$ cat src/mpc_pkg.sv
package mpc_pkg;
	// ----------------------------------------------------------------
	// clock and timing
	// ----------------------------------------------------------------
	localparam int unsigned CLK_HZ = 50_000_000;
	localparam int unsigned CLK_PER_MS = CLK_HZ / 1000;
	localparam int unsigned EVENT_MIN_MS = 50;
	localparam int unsigned OVERRIDE_S = 4;
	localparam int unsigned RESET_WAIT_MAX_MS = 25;
	localparam int unsigned RESET_HOLD_MIN_MS = 5;
	localparam int unsigned RESET_HOLD_MAX_MS = 6;
	// least and longest times both round down through CLK_PER_MS; all are exact at 50 MHz
	localparam int unsigned EVENT_MIN_CYC = CLK_PER_MS * EVENT_MIN_MS;
	localparam int unsigned OVERRIDE_CYC = CLK_HZ * OVERRIDE_S;
	localparam int unsigned RESET_WAIT_CYC = CLK_PER_MS * RESET_WAIT_MAX_MS;
	localparam int unsigned RESET_HOLD_CYC = CLK_PER_MS * RESET_HOLD_MIN_MS;
	localparam int unsigned RESET_HOLD_LIMIT_CYC = CLK_PER_MS * RESET_HOLD_MAX_MS;
	localparam int unsigned CNT_W = 28;

	// ----------------------------------------------------------------
	// start-up settle and synchroniser lanes
	// ----------------------------------------------------------------
	localparam logic [1:0] BOOT_SETTLE = 2'h3;
	localparam int unsigned IN_POWER_BUTTON_N = 0;
	localparam int unsigned IN_SUPPLY = 1;
	localparam int unsigned IN_RSTBTN = 2;
	localparam int unsigned IN_ALERT = 3;
	localparam int unsigned IN_BATTERY_LOW_N = 4;
	localparam int unsigned IN_PCIE_WAKE = 5;
	localparam int unsigned IN_GP_WAKE = 6;
	localparam int unsigned IN_SMB_IDLE = 7;
	localparam int unsigned IN_MAIN = 8;
	localparam int unsigned IN_STAY_OFF = 9;
	localparam int unsigned IN_W = 10;
	localparam logic [IN_W-1:0] IN_RESET_VAL = 10'h07d;

	// ----------------------------------------------------------------
	// states
	// ----------------------------------------------------------------
	typedef enum logic [2:0] {
		PWR_OFF = 3'h0,
		PWR_RAM = 3'h1,
		PWR_DISK = 3'h2,
		PWR_UP = 3'h3,
		PWR_ON = 3'h4
	} mpc_pwr_e;

	typedef enum logic [1:0] {
		RST_IDLE = 2'h0,
		RST_WAIT = 2'h1,
		RST_HOLD = 2'h2
	} mpc_rst_e;
endpackage

$ cat src/mpc_sync.sv
`timescale 1ns/10ps
`default_nettype none
module mpc_sync #(
	parameter int unsigned W = 1,
	parameter logic [W-1:0] RESET_VAL = '0
) (
	input wire logic sys_clk,
	input wire logic rst_b,
	input wire logic [W-1:0] async_in,
	output logic [W-1:0] sync_out
);
	if (W < 1) begin : g_bad_w
		$error("mpc_sync: W must be at least 1");
	end

	typedef struct packed {
		logic [W-1:0] meta;
		logic [W-1:0] stable;
	} mpc_sync_s;

	mpc_sync_s s_q;
	mpc_sync_s s_d;

	// first stage feeds only the second stage
	always_comb begin
		s_d.meta = async_in;
		s_d.stable = s_q.meta;
	end

	always_ff @(posedge sys_clk) begin
		if (!rst_b) begin
			s_q <= {RESET_VAL, RESET_VAL};
		end else begin
			s_q <= s_d;
		end
	end

	assign sync_out = s_q.stable;
endmodule // mpc_sync
`default_nettype wire

$ cat src/mpc_press_timer.sv
`timescale 1ns/10ps
`default_nettype none
module mpc_press_timer #(
	parameter int unsigned CNT_W = 28,
	parameter int unsigned MIN_CYC = 2_500_000,
	parameter int unsigned OVR_CYC = 200_000_000
) (
	input wire logic sys_clk,
	input wire logic rst_b,
	input wire logic level_n,
	output logic press_event,
	output logic press_override
);
	if (MIN_CYC < 1 || OVR_CYC <= MIN_CYC || OVR_CYC > (2 ** CNT_W)) begin : g_bad
		$error("mpc_press_timer: counts do not fit");
	end

	localparam logic [CNT_W-1:0] MIN_M1 = CNT_W'(MIN_CYC - 1);
	localparam logic [CNT_W-1:0] OVR_M1 = CNT_W'(OVR_CYC - 1);

	typedef struct packed {
		logic prev_n;
		logic armed;
		logic [CNT_W-1:0] cnt;
		logic ev;
		logic ovr;
	} mpc_press_s;

	mpc_press_s s_q;
	mpc_press_s s_d;

	// ----------------------------------------------------------------
	// low-time measurement
	// ----------------------------------------------------------------
	// a press is only timed from a falling edge; prev_n and the synchroniser reset high,
	// so a button stuck low at start-up is timed as a press from just after reset
	always_comb begin
		s_d = s_q;
		s_d.prev_n = level_n;
		s_d.ev = 1'b0;
		s_d.ovr = 1'b0;
		if (s_q.prev_n && !level_n) begin
			s_d.armed = 1'b1;
			s_d.cnt = '0;
		end else if (s_q.armed && !level_n) begin
			if (s_q.cnt == OVR_M1) begin
				s_d.ovr = 1'b1;
				s_d.armed = 1'b0;
			end else begin
				s_d.cnt = s_q.cnt + 1'b1;
			end
		end else if (s_q.armed) begin
			s_d.armed = 1'b0;
			s_d.ev = (s_q.cnt >= MIN_M1);
		end
	end

	always_ff @(posedge sys_clk) begin
		if (!rst_b) begin
			s_q <= '{prev_n: 1'b1, armed: 1'b0, cnt: '0, ev: 1'b0, ovr: 1'b0};
		end else begin
			s_q <= s_d;
		end
	end

	assign press_event = s_q.ev;
	assign press_override = s_q.ovr;
endmodule // mpc_press_timer
`default_nettype wire

$ cat src/mpc_power_ctrl.sv
`timescale 1ns/10ps
`default_nettype none
module mpc_power_ctrl #(
	parameter int unsigned EVENT_MIN_CYC = mpc_pkg::EVENT_MIN_CYC,
	parameter int unsigned OVERRIDE_CYC = mpc_pkg::OVERRIDE_CYC,
	parameter int unsigned RESET_WAIT_CYC = mpc_pkg::RESET_WAIT_CYC,
	parameter int unsigned RESET_HOLD_CYC = mpc_pkg::RESET_HOLD_CYC
) (
	input wire logic sys_clk,
	input wire logic rst_b,
	input wire logic power_button_n,
	input wire logic supply_good_in,
	input wire logic reset_button_n,
	input wire logic smbus_alert_n,
	input wire logic battery_low_n,
	input wire logic pcie_wake_n,
	input wire logic general_wake_n,
	input wire logic smbus_idle,
	input wire logic main_supply_present,
	input wire logic stay_off_policy,
	input wire logic sleep_ram_req,
	input wire logic sleep_disk_req,
	input wire logic soft_off_req,
	output logic supply_enable,
	output logic system_reset_n,
	output logic carrier_reset_request_n,
	output logic smi_request,
	output logic suspend_ram_n,
	output logic suspend_disk_n,
	output logic soft_off_n
);
	localparam int unsigned CW = mpc_pkg::CNT_W;

	if (RESET_WAIT_CYC < 1 || RESET_HOLD_CYC < 1 ||
		RESET_WAIT_CYC > (2 ** CW) || RESET_HOLD_CYC > (2 ** CW)) begin : g_bad_rst
		$error("mpc_power_ctrl: reset counts do not fit the counter");
	end
	if (RESET_HOLD_CYC > mpc_pkg::RESET_HOLD_LIMIT_CYC) begin : g_bad_hold
		$error("mpc_power_ctrl: reset hold longer than allowed");
	end

	localparam logic [CW-1:0] WAIT_M1 = CW'(RESET_WAIT_CYC - 1);
	localparam logic [CW-1:0] HOLD_M1 = CW'(RESET_HOLD_CYC - 1);

	// ----------------------------------------------------------------
	// state pin decode
	// ----------------------------------------------------------------
	// one pin each for the off, RAM, disk and on states (on active high, power-up has none); shared so the pins cannot disagree
	function automatic logic state_pin_n(
		input mpc_pkg::mpc_pwr_e cur,
		input mpc_pkg::mpc_pwr_e shown
	);
		return cur != shown;
	endfunction

	// ----------------------------------------------------------------
	// input synchronisers
	// ----------------------------------------------------------------
	logic [mpc_pkg::IN_W-1:0] raw_in;
	logic [mpc_pkg::IN_W-1:0] syn;

	always_comb begin
		raw_in = '0;
		raw_in[mpc_pkg::IN_POWER_BUTTON_N] = power_button_n;
		raw_in[mpc_pkg::IN_SUPPLY] = supply_good_in;
		raw_in[mpc_pkg::IN_RSTBTN] = reset_button_n;
		raw_in[mpc_pkg::IN_ALERT] = smbus_alert_n;
		raw_in[mpc_pkg::IN_BATTERY_LOW_N] = battery_low_n;
		raw_in[mpc_pkg::IN_PCIE_WAKE] = pcie_wake_n;
		raw_in[mpc_pkg::IN_GP_WAKE] = general_wake_n;
		raw_in[mpc_pkg::IN_SMB_IDLE] = smbus_idle;
		raw_in[mpc_pkg::IN_MAIN] = main_supply_present;
		raw_in[mpc_pkg::IN_STAY_OFF] = stay_off_policy;
	end

	mpc_sync #(
		.W(mpc_pkg::IN_W),
		.RESET_VAL(mpc_pkg::IN_RESET_VAL)
	) u_sync (
		.sys_clk(sys_clk),
		.rst_b(rst_b),
		.async_in(raw_in),
		.sync_out(syn)
	);

	// ----------------------------------------------------------------
	// power button timing
	// ----------------------------------------------------------------
	logic btn_event;
	logic btn_override;

	mpc_press_timer #(
		.CNT_W(CW),
		.MIN_CYC(EVENT_MIN_CYC),
		.OVR_CYC(OVERRIDE_CYC)
	) u_press (
		.sys_clk(sys_clk),
		.rst_b(rst_b),
		.level_n(syn[mpc_pkg::IN_POWER_BUTTON_N]),
		.press_event(btn_event),
		.press_override(btn_override)
	);

	// ----------------------------------------------------------------
	// state
	// ----------------------------------------------------------------
	typedef struct packed {
		mpc_pkg::mpc_pwr_e pwr;
		mpc_pkg::mpc_rst_e rst;
		logic [CW-1:0] rcnt;
		logic [1:0] boot;
		logic rstbtn_prev_n;
		logic alert_prev_n;
		logic supply_en;
		logic sys_rst_n;
		logic cb_rst_n;
		logic smi;
		logic ram_n;
		logic disk_n;
		logic off_n;
	} mpc_ctrl_s;

	mpc_ctrl_s s_q;
	mpc_ctrl_s s_d;

	logic supply_ok;
	logic main_ok;
	logic alert_low;
	logic alert_fall;
	logic batt_low;
	logic wake_any;
	logic rstbtn_fall;

	always_comb begin
		supply_ok = syn[mpc_pkg::IN_SUPPLY];
		main_ok = syn[mpc_pkg::IN_MAIN];
		alert_low = !syn[mpc_pkg::IN_ALERT];
		alert_fall = s_q.alert_prev_n && alert_low;
		batt_low = !syn[mpc_pkg::IN_BATTERY_LOW_N];
		wake_any = !syn[mpc_pkg::IN_PCIE_WAKE] || !syn[mpc_pkg::IN_GP_WAKE] || alert_low;
		rstbtn_fall = s_q.rstbtn_prev_n && !syn[mpc_pkg::IN_RSTBTN];
	end

	always_comb begin
		s_d = s_q;
		s_d.rstbtn_prev_n = syn[mpc_pkg::IN_RSTBTN];
		s_d.alert_prev_n = !alert_low;
		s_d.smi = 1'b0;

		// ------------------------------------------------------------
		// power state machine
		// ------------------------------------------------------------
		case (s_q.pwr)
			mpc_pkg::PWR_OFF: begin
				if (s_q.boot != mpc_pkg::BOOT_SETTLE) begin
					s_d.boot = s_q.boot + 2'h1;
				end
				// policy is read once the synchronisers have settled
				if (btn_event || alert_low) begin
					s_d.pwr = mpc_pkg::PWR_UP;
				end else if (s_q.boot == mpc_pkg::BOOT_SETTLE - 2'h1 &&
					!syn[mpc_pkg::IN_STAY_OFF]) begin
					s_d.pwr = mpc_pkg::PWR_UP;
				end
			end
			mpc_pkg::PWR_RAM: begin
				if (batt_low) begin
					s_d.pwr = mpc_pkg::PWR_DISK;
				end else if (btn_event || wake_any) begin
					s_d.pwr = mpc_pkg::PWR_UP;
				end
			end
			mpc_pkg::PWR_DISK: begin
				if (btn_event || wake_any) begin
					s_d.pwr = mpc_pkg::PWR_UP;
				end
			end
			mpc_pkg::PWR_UP: begin
				// stay here, supplies off, until carrier and main rail allow
				if (supply_ok && main_ok) begin
					s_d.pwr = mpc_pkg::PWR_ON;
				end
			end
			mpc_pkg::PWR_ON: begin
				// losing supply good while running is a power failure
				if (!supply_ok) begin
					s_d.pwr = mpc_pkg::PWR_OFF;
				end else if (btn_event || soft_off_req) begin
					s_d.pwr = mpc_pkg::PWR_OFF;
				end else if (batt_low || sleep_disk_req) begin
					s_d.pwr = mpc_pkg::PWR_DISK;
				end else if (sleep_ram_req) begin
					s_d.pwr = mpc_pkg::PWR_RAM;
				end
				s_d.smi = alert_fall;
			end
			default: begin
				s_d.pwr = mpc_pkg::PWR_OFF;
			end
		endcase
		if (btn_override) begin
			s_d.pwr = mpc_pkg::PWR_OFF;
		end
		// an alert edge in the cycle that leaves the on state is dropped:
		// no SMI is raised while the supplies go down
		if (s_d.pwr != mpc_pkg::PWR_ON) begin
			s_d.smi = 1'b0;
		end

		// ------------------------------------------------------------
		// graceful reset sequence
		// ------------------------------------------------------------
		case (s_q.rst)
			mpc_pkg::RST_IDLE: begin
				if (rstbtn_fall) begin
					s_d.rst = mpc_pkg::RST_WAIT;
					s_d.rcnt = '0;
				end
			end
			mpc_pkg::RST_WAIT: begin
				// force the reset once the wait limit runs out
				if (syn[mpc_pkg::IN_SMB_IDLE] || s_q.rcnt == WAIT_M1) begin
					s_d.rst = mpc_pkg::RST_HOLD;
					s_d.rcnt = '0;
				end else begin
					s_d.rcnt = s_q.rcnt + 1'b1;
				end
			end
			mpc_pkg::RST_HOLD: begin
				// button level is ignored; a new falling edge is dropped here
				if (s_q.rcnt == HOLD_M1) begin
					s_d.rst = mpc_pkg::RST_IDLE;
					s_d.rcnt = '0;
				end else begin
					s_d.rcnt = s_q.rcnt + 1'b1;
				end
			end
			default: begin
				s_d.rst = mpc_pkg::RST_IDLE;
				s_d.rcnt = '0;
			end
		endcase

		// ------------------------------------------------------------
		// registered outputs
		// ------------------------------------------------------------
		s_d.supply_en = !state_pin_n(s_d.pwr, mpc_pkg::PWR_ON);
		s_d.sys_rst_n = (s_d.rst != mpc_pkg::RST_HOLD);
		s_d.cb_rst_n = (s_d.rst != mpc_pkg::RST_HOLD);
		s_d.ram_n = state_pin_n(s_d.pwr, mpc_pkg::PWR_RAM);
		s_d.disk_n = state_pin_n(s_d.pwr, mpc_pkg::PWR_DISK);
		s_d.off_n = state_pin_n(s_d.pwr, mpc_pkg::PWR_OFF);
	end

	always_ff @(posedge sys_clk) begin
		if (!rst_b) begin
			s_q <= '{
				pwr: mpc_pkg::PWR_OFF,
				rst: mpc_pkg::RST_IDLE,
				rcnt: '0,
				boot: 2'h0,
				rstbtn_prev_n: 1'b1,
				alert_prev_n: 1'b1,
				supply_en: 1'b0,
				sys_rst_n: 1'b1,
				cb_rst_n: 1'b1,
				smi: 1'b0,
				ram_n: 1'b1,
				disk_n: 1'b1,
				off_n: 1'b0
			};
		end else begin
			s_q <= s_d;
		end
	end

	assign supply_enable = s_q.supply_en;
	assign system_reset_n = s_q.sys_rst_n;
	assign carrier_reset_request_n = s_q.cb_rst_n;
	assign smi_request = s_q.smi;
	assign suspend_ram_n = s_q.ram_n;
	assign suspend_disk_n = s_q.disk_n;
	assign soft_off_n = s_q.off_n;
endmodule // mpc_power_ctrl
`default_nettype wire

$ cat config.mk
export PLATFORM = sky130hd
export DESIGN_NAME = mpc_power_ctrl
export DESIGN_NICKNAME = d
export VERILOG_FILES = /design/src/mpc_pkg.sv /design/src/mpc_sync.sv /design/src/mpc_press_timer.sv /design/src/mpc_power_ctrl.sv
export SDC_FILE = /design/constraint.sdc
export NUM_CORES = 1
export LEC_CHECK = 0
export BUFFER_PORTS_ARGS = -buffer_cell sky130_fd_sc_hd__buf_4
export CAP_MARGIN = 20
export CORE_MARGIN = 2
export CORE_UTILIZATION = 61
export DETAILED_ROUTE_END_ITERATION = 10
export PLACE_DENSITY = 0.85
export REMOVE_ABC_BUFFERS = 1
export SLEW_MARGIN = 20
export SYNTH_ARGS = -nofsm -noshare
export SYNTH_HDL_FRONTEND = slang
export SYNTH_SLANG_ARGS = --single-unit
$ cat constraint.sdc
create_clock -name sys_clk -period 2.85 [get_ports sys_clk]
set_input_delay 0.1425 -clock sys_clk [delete_from_list [all_inputs] [get_ports sys_clk]]
set_output_delay 0.1425 -clock sys_clk [all_outputs]
set_load 0.03 [all_outputs]
# [Word-level counts from Yosys, hierarchy flattened]
# Cells that the tools add are included.
[totals] ff_bits=95 input_bits=15 output_inout_bits=7 elab_cells=98
[op_classes] add_sub_neg=3 n_lt_le_gt_ge=1 n_eq_ne=17 n_mux=23 bitwise_logic=5 n_reduce_logical=30
[ops] op="28-bit two-way mux" n=4
[ops] op="30-bit case mux with 3 select lines" n=1
[ops] op="28-bit by 1-bit adder with 28-bit output, second input constant" n=2
[ops] op="3-bit two-way mux" n=10
[ops] op="30-bit two-way mux" n=1
[ops] op="29-bit two-way mux" n=1
[ops] op="28-bit by 18-bit equality test with 1-bit output, second input constant" n=1
[ops] op="28-bit by 21-bit equality test with 1-bit output, second input constant" n=1
[ops] op="28-bit equality test, second input constant" n=1
[ops] op="28-bit by 22-bit >= comparator with 1-bit output, second input constant" n=1
[ops] op="3-bit case mux with 5 select lines" n=1
[ops] op="1-bit zero test" n=8
[ops] op="1-bit logical OR" n=7
[ops] op="3-bit by 2-bit equality test with 1-bit output, second input constant" n=2
[ops] op="1-bit logical AND" n=6
[ops] op="2-bit inequality test, second input constant" n=3
[ops] op="3-bit by 2-bit inequality test with 1-bit output, second input constant" n=2
[ops] op="3-bit OR reduction" n=2
[ops] op="1-bit NOT" n=5
[ops] op="2-bit equality test, second input constant" n=2
[ops] op="2-bit two-way mux" n=2
[ops] op="2-bit AND reduction" n=2
[ops] op="4-bit OR reduction" n=1
[ops] op="3-bit by 1-bit equality test with 1-bit output, second input constant" n=1
[ops] op="10 further kinds" n=12

# [Logic depth before layout (Yosys ltp)]
[depth] depth_word=10 ltp_mapped=9

# [Modules after synthesis]
# Synthesis repeated with hierarchy kept, for this count alone.
[hier_totals] hier_cells=514 hier_area_um2=4531.8
[modules_own_cells] module="mpc_power_ctrl" instances=1 cells_each=274 area_each_um2=2329.7
[modules_own_cells] module="mpc_press_timer" instances=1 cells_each=198 area_each_um2=1657.8
[modules_own_cells] module="mpc_sync" instances=1 cells_each=42 area_each_um2=544.3

# [Worst setup path before layout]
# OpenSTA, ideal clock, no wires.
[synth_timing] path_kind="register -> register" startpoint="register s_q[11] in the netlist's numbering" endpoint="register s_q[29] in the netlist's numbering" setup_ns=0.114 arrival_ns=1.948 slack_ns=0.788 path_stages_with_launch=9 n_path_buf=2 period_less_slack_ns=2.062 path_cell_list="dfxtp_1 -> ha_1 -> nand3_1 -> nand4b_1 -> o311a_1 -> buf_6 -> o31ai_4 -> buf_6 -> nor2_1"
[synth_between] elab_chain_cells=4 word_cells_on_any_way=7 cone_classes="add/sub (1); eq/ne (2); mux (3); reduce/logical (1)"
[synth_lines] element="start: declaration" line="mpc_power_ctrl.sv:123" source="mpc_ctrl_s s_q;"
[synth_lines] element="start signal: assignment" line="mpc_power_ctrl.sv:257" source="s_q <= '{"
[synth_lines] element="branches (longest 3 deep; another with 28-bit by 1-bit adder with 28-bit output)"
[synth_lines] element="30-bit case mux with 3 select lines (*)" line="mpc_power_ctrl.sv:213" source="case (s_q.rst)"
# Mark *: on every way between the ends.
# A chain may end at the register's enable or synchronous reset.

# [Final worst setup path]
[layout_timing] startpoint="register s_q[18] in the netlist's numbering" endpoint="register s_q[17] in the netlist's numbering"
[layout_between] elab_chain_cells=4 word_cells_on_any_way=6 cone_classes="eq/ne (2); mux (3); reduce/logical (1)"
[layout_lines] element="28-bit by 21-bit equality test with 1-bit output" line="mpc_power_ctrl.sv:222" source="if (syn[mpc_pkg::IN_SMB_IDLE] || s_q.rcnt == WAIT_M1) begin"
[layout_lines] element="1-bit logical OR" line="mpc_power_ctrl.sv:222"
[layout_lines] element="28-bit two-way mux" line="mpc_power_ctrl.sv:222"
[layout_lines] element="30-bit case mux with 3 select lines (*)" line="mpc_power_ctrl.sv:213"
# Every way passes the cells marked *; elsewhere a longest branch is shown, timed or not.

==> metrics.txt <==
# TYPE chip_impl_metric gauge
chip_impl_info{name="synth_ff_type",value="dfxtp_1"} 1
chip_impl_metric{name="path_clk_slew",unit="ns"} 0.09
chip_impl_metric{name="worst_slew_margin_relative_to_its_limit",unit="%"} 44.3
chip_impl_metric{name="setup_viol",unit=""} 0
chip_impl_metric{name="number_of_antenna_violations_at_the_first_check_in_global_routing",unit=""} 0
chip_impl_metric{name="timing.critical_path.required",unit="ns"} 3.09
chip_impl_metric{name="tns",unit="ns"} 0
chip_impl_metric{name="fp.dieH",unit="um"} 88.8
chip_impl_metric{name="grt_total_usage",unit="%"} 23.5
chip_impl_metric{name="critical_path_peak_fanout",unit=""} 18
chip_impl_metric{name="fp.dieArea",unit="mm2"} 0.00789
chip_impl_metric{name="multi_input_area",unit="mm2"} 0.00230
chip_impl_info{name="clockRootBuffer",value="clkbuf_8"} 1
chip_impl_metric{name="1st_pass_router_iterations",unit=""} 5
chip_impl_metric{name="numCtsBuffers",unit=""} 9
chip_impl_metric{name="timing.final.max_slew_violations",unit=""} 0
chip_impl_info{name="rsz0062_at_grt",value="false"} 1
chip_impl_metric{name="postSynthCellCount",unit=""} 508
chip_impl_metric{name="finClkSkew",unit="ns"} 0.0165
chip_impl_metric{name="residual_overflow_from_global_routing",unit=""} 0
chip_impl_metric{name="clock_tree.buffer_depth",unit=""} 2
chip_impl_info{name="netlist.top_cell.by_area",value="dfxtp_1"} 1
chip_impl_metric{name="power-per-cell-area",unit="mW/mm2"} 542
chip_impl_metric{name="route.vias.total",unit=""} 3754
chip_impl_metric{name="route.detailed.drc",unit=""} 0
chip_impl_metric{name="cap_violations",unit=""} 0
chip_impl_metric{name="fmaxAchievable",unit="GHz"} 0.408
chip_impl_metric{name="insertion_delay",unit="ns"} 0.36
chip_impl_metric{name="worst_hold_path.num_cells",unit=""} 2
chip_impl_metric{name="worst-r2r-cell-count",unit=""} 6
chip_impl_metric{name="layout-area-overhead-vs-synth",unit="%"} 10.8
chip_impl_metric{name="ys_async_sr_fraction",unit="%"} 0
chip_impl_metric{name="synth_area",unit="mm2"} 0.00439
chip_impl_metric{name="dpl_worst_slack",unit="ns"} 0.467
chip_impl_metric{name="synth_enable_flop_cells",unit=""} 0
chip_impl_info{name="synthTopCellsByArea",value="dfxtp_1, nor2_1, xor2_1"} 1
chip_impl_metric{name="antennaDiodeCount",unit=""} 0
chip_impl_metric{name="post-route-period-util",unit="%"} 86.0
chip_impl_metric{name="grt_first_pass_wirelength",unit="um"} 14600
chip_impl_metric{name="dr.first_iter.drc_count",unit=""} 226
chip_impl_metric{name="floorplan.initialDensity",unit="%"} 63.9
chip_impl_info{name="worst_setup_path_startpoint",value="s_q[18]"} 1
chip_impl_info{name="synth.most_common_cell",value="dfxtp_1"} 1
chip_impl_info{name="critical_path.endpoint_type",value="register"} 1
chip_impl_metric{name="avgViaCountPerCell",unit=""} 5.98
chip_impl_metric{name="via_count_of_the_first_global_routing_pass",unit=""} 3323
chip_impl_info{name="worst_hold_startpoint",value="smbus_idle"} 1
chip_impl_metric{name="fin_crit_period",unit="ns"} 2.45
chip_impl_info{name="critical_path.reg2reg.startpoint",value="s_q[18]"} 1
chip_impl_metric{name="layout_cell_share_with_drive_strength_beyond_1",unit="%"} 9.59
chip_impl_metric{name="numClockSinks",unit=""} 95
chip_impl_info{name="tritoncts",value="built"} 1
chip_impl_metric{name="power_leakage",unit="nW"} 1.70
chip_impl_metric{name="worst_hold_margin",unit="ns"} 0.0132
chip_impl_metric{name="cts_htree_levels",unit=""} 3
chip_impl_metric{name="top_cell_type_s_share_of_synthesized_area",unit="%"} 43.4
chip_impl_metric{name="port_buffers",unit=""} 21
chip_impl_metric{name="seq_area_frac_synth",unit="%"} 43.4
chip_impl_info{name="timing.setup.critical_path_class",value="reg -> reg"} 1
chip_impl_metric{name="ys_warn_count",unit=""} 0
chip_impl_metric{name="max_slew.worst_pin.slew",unit="ns"} 0.831
chip_impl_metric{name="routed_wire_length_per_instance",unit="um"} 14.2
chip_impl_metric{name="grt_start_max_net_pins",unit=""} 53
chip_impl_metric{name="signal_arrival_time_at_the_worst_endpoint",unit="ns"} 2.69
chip_impl_info{name="synth_common_cells",value="dfxtp_1, nor2_1, nand2_1"} 1
chip_impl_metric{name="detailed_place_hpwl",unit="um"} 6160
chip_impl_info{name="status",value="completed"} 1
chip_impl_metric{name="post-route-worst-setup-slack",unit="ns"} 0.400
chip_impl_metric{name="detail-route-antenna-nets",unit=""} 0
chip_impl_metric{name="totalWireLength",unit="um"} 8890
chip_impl_metric{name="synth.distinct_cells",unit=""} 58
chip_impl_metric{name="final_nets",unit=""} 546
chip_impl_metric{name="cts.repair_timing.setup_buffer_count",unit=""} 0
chip_impl_metric{name="hold_viol_final",unit=""} 0
chip_impl_metric{name="syn_avg_cell_area",unit="um2"} 8.64
chip_impl_metric{name="die_w",unit="um"} 88.8
chip_impl_metric{name="num-fill-cells",unit=""} 539
chip_impl_metric{name="fp.coreArea",unit="mm2"} 0.00687
chip_impl_metric{name="register_area",unit="mm2"} 0.00190
chip_impl_info{name="worst_setup_path_start_kind",value="register"} 1
chip_impl_metric{name="ys_seq_elements",unit=""} 95
chip_impl_metric{name="placementRows",unit=""} 30
chip_impl_metric{name="gp_congestion",unit=""} 0.894
chip_impl_metric{name="ir_drop",unit="mV"} 0.377
chip_impl_info{name="hold_path_class",value="in -> reg"} 1
chip_impl_metric{name="floorplan.io_pins",unit=""} 22
-- through the flow --
stage | total power, mW | std cells | utilization, % | cell area [um2]
3_5_place_dp | 1.76 | 603 | 66.5 | 4570
4_1_cts | 2.66 | 628 | 70.7 | 4860
5_1_grt | 2.74 | 628 | 70.7 | 4860
3_3_place_gp | 1.74 | 603 | 66.5 | 4570
6_report | 2.63 | 628 | 70.7 | 4860
2_1_floorplan | 1.66 | 480 | - | 4240
-- registers in the layout (all words and copies together), names as in the netlist --
register                 flops
soft_off_n                   1
supply_enable                1
u_sync.sync_out             10
u_press.press_event          1
carrier_reset_request_n      1
u_sync.s_d                  10
s_q                         37
suspend_ram_n                1
u_press.s_q                 30
smi_request                  1
suspend_disk_n               1
u_press.press_override       1
-- cells in the final DEF (no fill, tap or decap), types with 9 or more instances in the layout --
cell / count
clkbuf_8: 9
nand4_1: 18
or4_1: 13
nand2b_1: 20
nand3_1: 31
or3_1: 11
nand2_1: 39
and2_1: 18
buf_4: 27
a21oi_1: 19
inv_1: 10
nor2_1: 50
xor2_1: 18
dfxtp_1: 95
dlygate4sd3_1: 9
and3_1: 16
o21ai_0: 16
-- layer usage --
layer | routed length (um) | global-route usage (%)
met1 | 4230 | 31.2
met2 | 4090 | 36.6
met3 | 354 | 4.57
met4 | 212 | 11.6
met5 | 0 | 0
-- area by class of cell --
type	count	share of cell area, %
multi-input combinational	375	47.4
sequential	95	39.1
timing repair buffer	36	6.03
clock buffer	9	2.55
tap	96	2.47
clock inverter	7	1.60
inverter	10	0.773
-- cell families after synthesis --
family | Yosys count | share of synthesized area (%)
multiplexers | 2 | 0.456
adder cells (fa/ha/maj) | 4 | 1.14
XOR/XNOR | 24 | 4.79
flip-flops | 95 | 43.4
AO/OA/AOI/OAI | 86 | 13.8
AND/OR/NAND/NOR | 259 | 32.3
buffers and inverters | 38 | 4.11
-- power breakdown --
| group | total [mW] | internal (mW) | leakage, nW | switching [mW] |
|---|---|---|---|---|
| Combinational | 0.316 | 0.140 | 0.826 | 0.176 |
| Clock | 0.890 | 0.415 | 0.101 | 0.475 |
| Sequential | 1.43 | 1.38 | 0.772 | 0.0458 |
| Total | 2.63 | 1.94 | 1.70 | 0.697 |
-- final timing paths --
check | end | slack [ns]
worst min-delay path | u_sync.s_d[7] | 0.01
worst max-delay path | s_q[17] | 0.40
worst min register to register | u_sync.sync_out[2] | 0.40
worst max register to register | s_q[17] | 0.40
-- repair_timing --
action | 4_1_cts | 5_1_grt
endpoints found under the hold margin | 9 | 0
hold buffers | 9 | 0
resized for setup | 0 | 0
-- critical path: stages, from the launching register on --
cell and delay [ns]:
dfxtp_1 0.45, nor4b_1 0.45, nand4b_1 0.23, o311a_1 0.64, o31ai_4 0.25, buf_4 0.25
nor2_1 0.07
(Power assumes the default switching activity.)
